$ cat src/shared/tec_consts.vh
// What this block does
// - debug_control bit 0: 0 freezes counter on debugger halt, 1 keeps running.
// - debug-run bit survives the timer software reset.
// - event_control bits 12,13 enable one event per channel match or capture.
// - event_control bit 8 enables one event per counter overflow or underflow.
// - event_control bit 5 accepts incoming events; when clear they are ignored.
// - event_control bit 4 inverts the incoming event source.
// - action field 2:0: none, retrigger, count, start.
// - action 5 period to register 0, width 1; action 6 swapped.
// - event_control writable only while timer disabled and not write-locked.
// - writing 1 to enable-clear bit clears that enable; 0 leaves it.
// - writing 1 to enable-set bit sets that enable; 0 leaves it.
// - set and clear registers share one enable state, both read it.
// - enable bits 4,5 gate channel 0 and 1 interrupts.
// - enable bit 1 gates the capture-overrun error interrupt.
// - enable bit 0 gates the overflow interrupt.
// - enable bit 3 gates sync-ready; clear-register bit 3 disables it.
// - a source requests an interrupt only when flag and enable both set.
// - error flag sets when capture arrives while its channel flag still set.
`ifndef TEC_CONSTS_VH
`define TEC_CONSTS_VH
// ==========================================
// register offsets
`define TEC_OFF_DEBUG_CONTROL  5'h08
`define TEC_OFF_EVENT_CONTROL  5'h0a
`define TEC_OFF_EVENT_CTRL_HI  5'h0b
`define TEC_OFF_IRQ_EN_CLEAR   5'h0c
`define TEC_OFF_IRQ_EN_SET     5'h0d
// ==========================================
// field positions
`define TEC_BIT_KEEP_RUNNING   0
`define TEC_BIT_WRAP_EVO       8
`define TEC_BIT_CH0_EVO        12
`define TEC_BIT_CH1_EVO        13
`define TEC_BIT_EVI_EN         5
`define TEC_BIT_EVI_INV        4
`define TEC_BIT_IRQ_WRAP       0
`define TEC_BIT_IRQ_ERR        1
`define TEC_BIT_IRQ_SYNC       3
`define TEC_BIT_IRQ_CH0        4
`define TEC_BIT_IRQ_CH1        5
// ==========================================
// reset values and masks
`define TEC_RST_DEBUG          8'h00
`define TEC_RST_EVENT_CONTROL         16'h0000
`define TEC_RST_IRQ_EN         8'h00
`define TEC_MASK_EVENT_CONTROL        16'h3137
`define TEC_MASK_IRQ_EN        8'h3b
// ==========================================
// event actions
`define TEC_ACT_OFF            3'h0
`define TEC_ACT_RETRIGGER      3'h1
`define TEC_ACT_COUNT          3'h2
`define TEC_ACT_START          3'h3
`define TEC_ACT_PERIOD_WIDTH   3'h5
`define TEC_ACT_WIDTH_PERIOD   3'h6
`endif

$ cat src/core/tec_ctrl.v
// Local design decision: the plain strobed port.
`timescale 1ns/1ps
`include "tec_consts.vh"
// ==========================================
// event, interrupt-enable and debug control of a timer unit
module tec_ctrl (
    input  wire        clock,
    input  wire        reset,
    input  wire        clock_enable,
    input  wire [4:0]  address,
    input  wire [15:0] write_data,
    input  wire        write_strobe,
    input  wire        read_strobe,
    output reg  [15:0] read_data,
    input  wire        soft_reset,
    input  wire        timer_enabled,
    input  wire        write_locked,
    input  wire        debug_halt,
    input  wire        match_capture_0,
    input  wire        match_capture_1,
    input  wire        counter_wrap,
    input  wire        capture_0,
    input  wire        capture_1,
    input  wire        sync_done,
    input  wire        flag_clear_0,
    input  wire        flag_clear_1,
    input  wire        flag_clear_err,
    input  wire        flag_clear_wrap,
    input  wire        flag_clear_sync,
    input  wire        event_in,
    output wire        count_enable,
    output reg         channel_match_event_out_0,
    output reg         channel_match_event_out_1,
    output reg         wrap_event_out,
    output reg         action_retrigger,
    output reg         action_count,
    output reg         action_start,
    output reg         period_then_width_capture,
    output reg         width_then_period_capture,
    output reg         event_input_level,
    output reg  [7:0]  irq_flags,
    output wire        irq_request
);

    reg        keep_running_when_halted;
    reg [15:0] event_control;
    reg [7:0]  irq_enable;
    reg        event_meta;
    reg        event_sync;
    reg        halt_meta;
    reg        halt_sync;
    reg        event_prev;
    reg [7:0]  next_flags;
    reg [2:0]  next_action;
    wire       event_level;
    wire       event_edge;
    wire       event_ok;

    // decode of one register offset strobe
    function hit;
        input [4:0] a;
        input [4:0] off;
        input       strobe;
        begin
            hit = strobe && (a == off);
        end
    endfunction

    // ==========================================
    // pin synchronisers; first stage read only by the second
    always @(posedge clock) begin
        if (reset) begin
            event_meta <= 1'b0;
            event_sync <= 1'b0;
            halt_meta  <= 1'b0;
            halt_sync  <= 1'b0;
        end else if (clock_enable) begin
            event_meta <= event_in;
            event_sync <= event_meta;
            halt_meta  <= debug_halt;
            halt_sync  <= halt_meta;
        end
    end

    // ==========================================
    // debug control; soft reset deliberately not applied
    // survives soft reset
    always @(posedge clock) begin
        if (reset) begin
            keep_running_when_halted <= 1'b0;
        end else if (clock_enable &&
                     hit(address, `TEC_OFF_DEBUG_CONTROL, write_strobe) && !write_locked) begin
            keep_running_when_halted <= write_data[`TEC_BIT_KEEP_RUNNING];
        end
    end

    assign count_enable = keep_running_when_halted || !halt_sync;

    // ==========================================
    // event control, enable-protected
    always @(posedge clock) begin
        if (reset || (clock_enable && soft_reset)) begin
            event_control <= `TEC_RST_EVENT_CONTROL;
        end else if (clock_enable && hit(address, `TEC_OFF_EVENT_CONTROL, write_strobe)
                     && !timer_enabled && !write_locked) begin
            event_control <= write_data & `TEC_MASK_EVENT_CONTROL;
        end
    end

    // ==========================================
    // shared interrupt enable state
    always @(posedge clock) begin
        if (reset || (clock_enable && soft_reset)) begin
            irq_enable <= `TEC_RST_IRQ_EN;
        end else if (clock_enable && !write_locked) begin
            if (hit(address, `TEC_OFF_IRQ_EN_CLEAR, write_strobe)) begin
                irq_enable <= irq_enable & ~(write_data[7:0] & `TEC_MASK_IRQ_EN);
            end
            // write one sets, sync bit included
            if (hit(address, `TEC_OFF_IRQ_EN_SET, write_strobe)) begin
                irq_enable <= irq_enable | (write_data[7:0] & `TEC_MASK_IRQ_EN);
            end
        end
    end

    // ==========================================
    // incoming event: polarity, gate, rising edge
    // optional inversion
    assign event_level = event_sync ^ event_control[`TEC_BIT_EVI_INV];
    assign event_edge  = event_level && !event_prev;
    assign event_ok    = event_control[`TEC_BIT_EVI_EN];

    always @(posedge clock) begin
        if (reset) begin
            event_prev <= 1'b0;
        end else if (clock_enable) begin
            event_prev <= event_level;
        end
    end

    // ==========================================
    // action decode; unnamed codes fall to no action
    always @* begin
        next_action = `TEC_ACT_OFF;
        if (event_ok) begin
            next_action = event_control[2:0];
        end
    end

    // action pulses and capture mode levels
    always @(posedge clock) begin
        if (reset) begin
            action_retrigger          <= 1'b0;
            action_count              <= 1'b0;
            action_start              <= 1'b0;
            period_then_width_capture <= 1'b0;
            width_then_period_capture <= 1'b0;
            event_input_level         <= 1'b0;
        end else if (clock_enable) begin
            action_retrigger <= event_edge && (next_action == `TEC_ACT_RETRIGGER);
            action_count     <= event_edge && (next_action == `TEC_ACT_COUNT);
            action_start     <= event_edge && (next_action == `TEC_ACT_START);
            period_then_width_capture <= (next_action == `TEC_ACT_PERIOD_WIDTH);
            width_then_period_capture <= (next_action == `TEC_ACT_WIDTH_PERIOD);
            // level for the pulse-measurement capture path
            event_input_level <= event_ok && event_level;
        end
    end

    // ==========================================
    // outgoing events, one pulse per source pulse
    always @(posedge clock) begin
        if (reset) begin
            channel_match_event_out_0 <= 1'b0;
            channel_match_event_out_1 <= 1'b0;
            wrap_event_out            <= 1'b0;
        end else if (clock_enable) begin
            channel_match_event_out_0 <= match_capture_0 && event_control[`TEC_BIT_CH0_EVO];
            channel_match_event_out_1 <= match_capture_1 && event_control[`TEC_BIT_CH1_EVO];
            wrap_event_out <= counter_wrap && event_control[`TEC_BIT_WRAP_EVO];
        end
    end

    // ==========================================
    // interrupt flags; a set in the clear cycle wins
    always @* begin
        next_flags = irq_flags;
        if (flag_clear_0)    next_flags[`TEC_BIT_IRQ_CH0]  = 1'b0;
        if (flag_clear_1)    next_flags[`TEC_BIT_IRQ_CH1]  = 1'b0;
        if (flag_clear_err)  next_flags[`TEC_BIT_IRQ_ERR]  = 1'b0;
        if (flag_clear_wrap) next_flags[`TEC_BIT_IRQ_WRAP] = 1'b0;
        if (flag_clear_sync) next_flags[`TEC_BIT_IRQ_SYNC] = 1'b0;
        if (match_capture_0) next_flags[`TEC_BIT_IRQ_CH0]  = 1'b1;
        if (match_capture_1) next_flags[`TEC_BIT_IRQ_CH1]  = 1'b1;
        if (counter_wrap)    next_flags[`TEC_BIT_IRQ_WRAP] = 1'b1;
        if (sync_done)       next_flags[`TEC_BIT_IRQ_SYNC] = 1'b1;
        if ((capture_0 && irq_flags[`TEC_BIT_IRQ_CH0]) ||
            (capture_1 && irq_flags[`TEC_BIT_IRQ_CH1])) begin
            next_flags[`TEC_BIT_IRQ_ERR] = 1'b1;
        end
    end

    always @(posedge clock) begin
        if (reset || (clock_enable && soft_reset)) begin
            irq_flags <= 8'h00;
        end else if (clock_enable) begin
            irq_flags <= next_flags;
        end
    end

    assign irq_request = |(irq_flags & irq_enable);

    // ==========================================
    // register read, data one cycle after strobe
    always @(posedge clock) begin
        if (reset) begin
            read_data <= 16'h0000;
        end else if (clock_enable) begin
            read_data <= 16'h0000;
            if (read_strobe) begin
                case (address)
                    `TEC_OFF_DEBUG_CONTROL: read_data <= {15'h0000, keep_running_when_halted};
                    `TEC_OFF_EVENT_CONTROL: read_data <= event_control;
                    `TEC_OFF_EVENT_CTRL_HI: read_data <= {8'h00, event_control[15:8]};
                    `TEC_OFF_IRQ_EN_CLEAR:  read_data <= {8'h00, irq_enable};
                    `TEC_OFF_IRQ_EN_SET:    read_data <= {8'h00, irq_enable};
                    default:                read_data <= 16'h0000;
                endcase
            end
        end
    end

endmodule

$ cat config.mk
export PLATFORM = sky130hd
export DESIGN_NAME = tec_ctrl
export DESIGN_NICKNAME = d
export VERILOG_FILES = /design/src/core/tec_ctrl.v
export VERILOG_INCLUDE_DIRS = /design/src /design/src/shared
export SDC_FILE = /design/constraint.sdc
export NUM_CORES = 1
export LEC_CHECK = 0
export BUFFER_PORTS_ARGS = -buffer_cell sky130_fd_sc_hd__buf_2
export CORE_MARGIN = 2
export CORE_UTILIZATION = 25
export DETAILED_ROUTE_END_ITERATION = 10
export PLACE_DENSITY = 0.59
export RECOVER_POWER = 100
export SYNTH_ARGS = -nofsm -noshare
export SYNTH_HDL_FRONTEND = slang
export SYNTH_SLANG_ARGS = --single-unit
$ cat constraint.sdc
create_clock -name clock -period 1.5 [get_ports clock]
set_clock_uncertainty 0.1 [all_clocks]
set_input_delay 0.15 -clock clock [delete_from_list [all_inputs] [get_ports clock]]
set_output_delay 0.15 -clock clock [all_outputs]
set_load 0.02 [all_outputs]
==> results.sh <==
export IMPL_synth_largest_area_cell="dfxtp_1"
export IMPL_crit_end="irq_request"
export IMPL_start_util_pct=25.7
export IMPL_io_pins=77
export IMPL_fp_row_count=31
export IMPL_drv_slew=0
export IMPL_post_route_period_util_pct=98.1
export IMPL_rsz0062_at_grt="yes"
export IMPL_grt_overflow_total=0
export IMPL_critPathLaunchType="register"
export IMPL_tns_ns=0
export IMPL_fmax_ghz=0.680
export IMPL_synth_top_cell_area_share_pct=45.4
export IMPL_whs_path_depth=3
export IMPL_track_usage_pct=12.7
export IMPL_p_int_mw=1.58
export IMPL_path_max_fanout=2
export IMPL_rr_worst_depth=4
export IMPL_synth_top_cells_by_area="dfxtp_1 45%, mux2i_1 9.7%, nor2_1 7.7%"
export IMPL_status="finished, final reports clean"
export IMPL_cts_sinks=42
export IMPL_min_path_type="in -> reg"
export IMPL_n_fill_cell=832
export IMPL_r2r_start="event_sync"
export IMPL_synth_edf_count=0
export IMPL_syn2layout_area_growth_pct=25.4
export IMPL_cts_root_buf="clkbuf_8"
export IMPL_synth_distinct_cells=30
export IMPL_startpoint="irq_flags[5]"
export IMPL_grt_first_pass_wirelength_um=8130
export IMPL_die_area_mm2=0.00811
export IMPL_coreArea_mm2=0.00721
export IMPL_ys_seq_area_share_pct=45.4
export IMPL_post_drt_wl_per_cell_um=13.6
export IMPL_ctsLongestPathBuffers=2
export IMPL_fin_nets=318
export IMPL_antenna_found_initial=0
export IMPL_drtPass1Iterations=5
export IMPL_cts_tree="yes"
export IMPL_cp_end_kind="primary output"
export IMPL_numPortBuffers=59
export IMPL_drt_initial_drc_count=116
export IMPL_r2r_end="event_input_level"
export IMPL_clkTransAtPathRegs_ns=0.08
export IMPL_ys_flop_type="dfxtp_1"
export IMPL_final_antenna_net_count=0
export IMPL_num_vias=1706
export IMPL_reg2reg_slack_ns=0.38
export IMPL_clk_latency_ns=0.29
export IMPL_maxCapViolCount=0
export IMPL_die_w_um=90.1
export IMPL_drc_errors=0
export IMPL_period_needed_ns=1.47
export IMPL_grt_max_degree=18
export IMPL_switching_share_pct=25.1
export IMPL_pwr_share_clk_pct=35.9
export IMPL_path_class="reg -> out"
export IMPL_numCtsBuffers=5
export IMPL_required_ns=1.25
export IMPL_synth_async_reset_ratio_pct=0
export IMPL_synth_warnings=0
export IMPL_dpl_hpwl_um=3910
export IMPL_hold_viol_final=0
export IMPL_avgSynthCellArea_um2=8.73
export IMPL_slew_headroom_pct=55.6
export IMPL_syn_area_mm2=0.00185
export IMPL_switching_power_mw=0.529
export IMPL_die_h_um=90.1
export IMPL_ctsHtreeMaxLevel=2
export IMPL_pwr_share_seq_pct=54.0
export IMPL_globalplace_congestion=0.778
export IMPL_grt_pass1_vias=1564
export IMPL_critPathArrivalTime_ns=1.22
export IMPL_routed_wl_um=5100
export IMPL_routed_via_density=4.54
export IMPL_vdd_ir_drop_worst_mv=0.408
export IMPL_p_per_area_mw_per_mm2=906
export IMPL_power_mw=2.10
export IMPL_syn_inst=212
export IMPL_setup_violations=0
export IMPL_combPwrFrac_pct=10.1
export IMPL_synth_seq_cells=42
export IMPL_worst_pin_slew_ns=0.666
export IMPL_post_route_cells_drive_above_1_share_pct=18.8
export IMPL_num_antenna_cells=0
export IMPL_p_leak_nw=0.894
==> synthesized netlist by cell type (2+ instances only) <==
| cell type | n |
|---|---|
| nor2_1 | 38 |
| a222oi_1 | 3 |
| buf_1 | 3 |
| a221oi_1 | 3 |
| nor3_1 | 2 |
| buf_4 | 10 |
| a211oi_1 | 2 |
| a21oi_1 | 12 |
| nand2_1 | 25 |
| dfxtp_1 | 42 |
| nor4_1 | 2 |
| mux2i_1 | 18 |
| inv_1 | 3 |
| a22oi_1 | 12 |
| nand3_1 | 11 |
| nand4_1 | 4 |
| clkbuf_1 | 8 |
| nand2b_1 | 2 |
==> layout by cell type (no fill, tap or decap), types with 3 or more instances in the layout <==
cell type | Yosys | final
mux2i_1 | 18 | 18
nand3_1 | 11 | 11
clkbuf_8 | 0 | 6
a22oi_1 | 12 | 12
a21oi_1 | 12 | 12
buf_2 | 0 | 33
nor4_1 | 2 | 3
nand2_1 | 25 | 25
inv_1 | 3 | 3
clkbuf_1 | 8 | 27
dfxtp_1 | 42 | 40
conb_1 | 1 | 10
a221oi_1 | 3 | 3
nand4_1 | 4 | 4
buf_4 | 10 | 4
a222oi_1 | 3 | 3
nor2_1 | 38 | 38
==> worst max-delay path, stage by stage (launching register included) <==
cell      delay (ns)
dfxtp_4         0.34
a222oi_1        0.32
nand2_1         0.12
buf_6           0.14
==> metal layers <==
layer / GRT usage, % / share of wire [%]
met4: 4.49 / 1.1
met5: 0 / 0
met1: 16.5 / 45
met3: 3.44 / 6.8
met2: 20.3 / 47
==> power groups by stage <==
stage / Clock, mW / Combinational [mW] / Sequential (mW)
6_report: 0.756 / 0.212 / 1.14
5_1_grt: 0.818 / 0.233 / 1.14
4_1_cts: 0.766 / 0.222 / 1.14
3_5_place_dp: 0 / 0.219 / 1.16
3_3_place_gp: 0 / 0.218 / 1.16
2_1_floorplan: 0 / 0.129 / 1.17
==> timing repair <==
| action | in CTS | in global routing |
|---|---|---|
| setup endpoints to repair | 1 | 1 |
| hold buffers | 1 | 0 |
| setup buffers | 0 | 1 |
| cloned | 0 | 0 |
| endpoints found under the hold margin | 1 | 0 |
| gates resized for setup | 0 | 5 |
| pin swaps | 1 | 2 |
==> kinds of logic after synthesis <==
| logic type | count (synthesis) | share of synthesized area, % |
|---|---|---|
| compound gates | 34 | 13.0 |
| simple gates | 92 | 24.3 |
| other cells | 1 | 0.203 |
| xor+xnor | 1 | 0.473 |
| mux | 18 | 9.73 |
| buf+inv | 24 | 6.89 |
| flops | 42 | 45.4 |
==> per-stage QoR <==
stage / std cells / hold slack, ns / setup WS [ns] / cell area [um^2] / util [%]
floorplan: 221 / 0.197 / 0.0786 / 1890 / -
global placement: 366 / 0.300 / 0.0736 / 2270 / 31.5
detailed placement: 366 / 0.309 / 0.0650 / 2270 / 31.5
CTS: 375 / 0.00364 / 0.0130 / 2370 / 32.9
global route: 376 / 0.0133 / -0.0314 / 2320 / 32.2
finish: 376 / 0.00618 / 0.0290 / 2320 / 32.2
==> how the worst min path moves through the flow <==
stage	start	end	slack, ns
finish	write_data[2]	event_control[2]	0.006
detailed placement	debug_halt	halt_meta	0.31
global route	write_data[13]	event_control[13]	0.01
global placement	debug_halt	halt_meta	0.30
CTS	sync_done	irq_flags[3]	0.004
floorplan	event_in	event_meta	0.20
==> final cells by class <==
type / count / area [um^2] / share of cell area, %
clock buffer: 7 / 86.3 / 3.72
clock inverter: 1 / 5.00 / 0.216
multi-input combinational: 155 / 886 / 38.1
timing repair buffer: 69 / 364 / 15.7
sequential: 42 / 846 / 36.4
tap: 99 / 124 / 5.33
inverter: 3 / 11.3 / 0.485
Note: power is estimated with default switching activity, not from simulation.
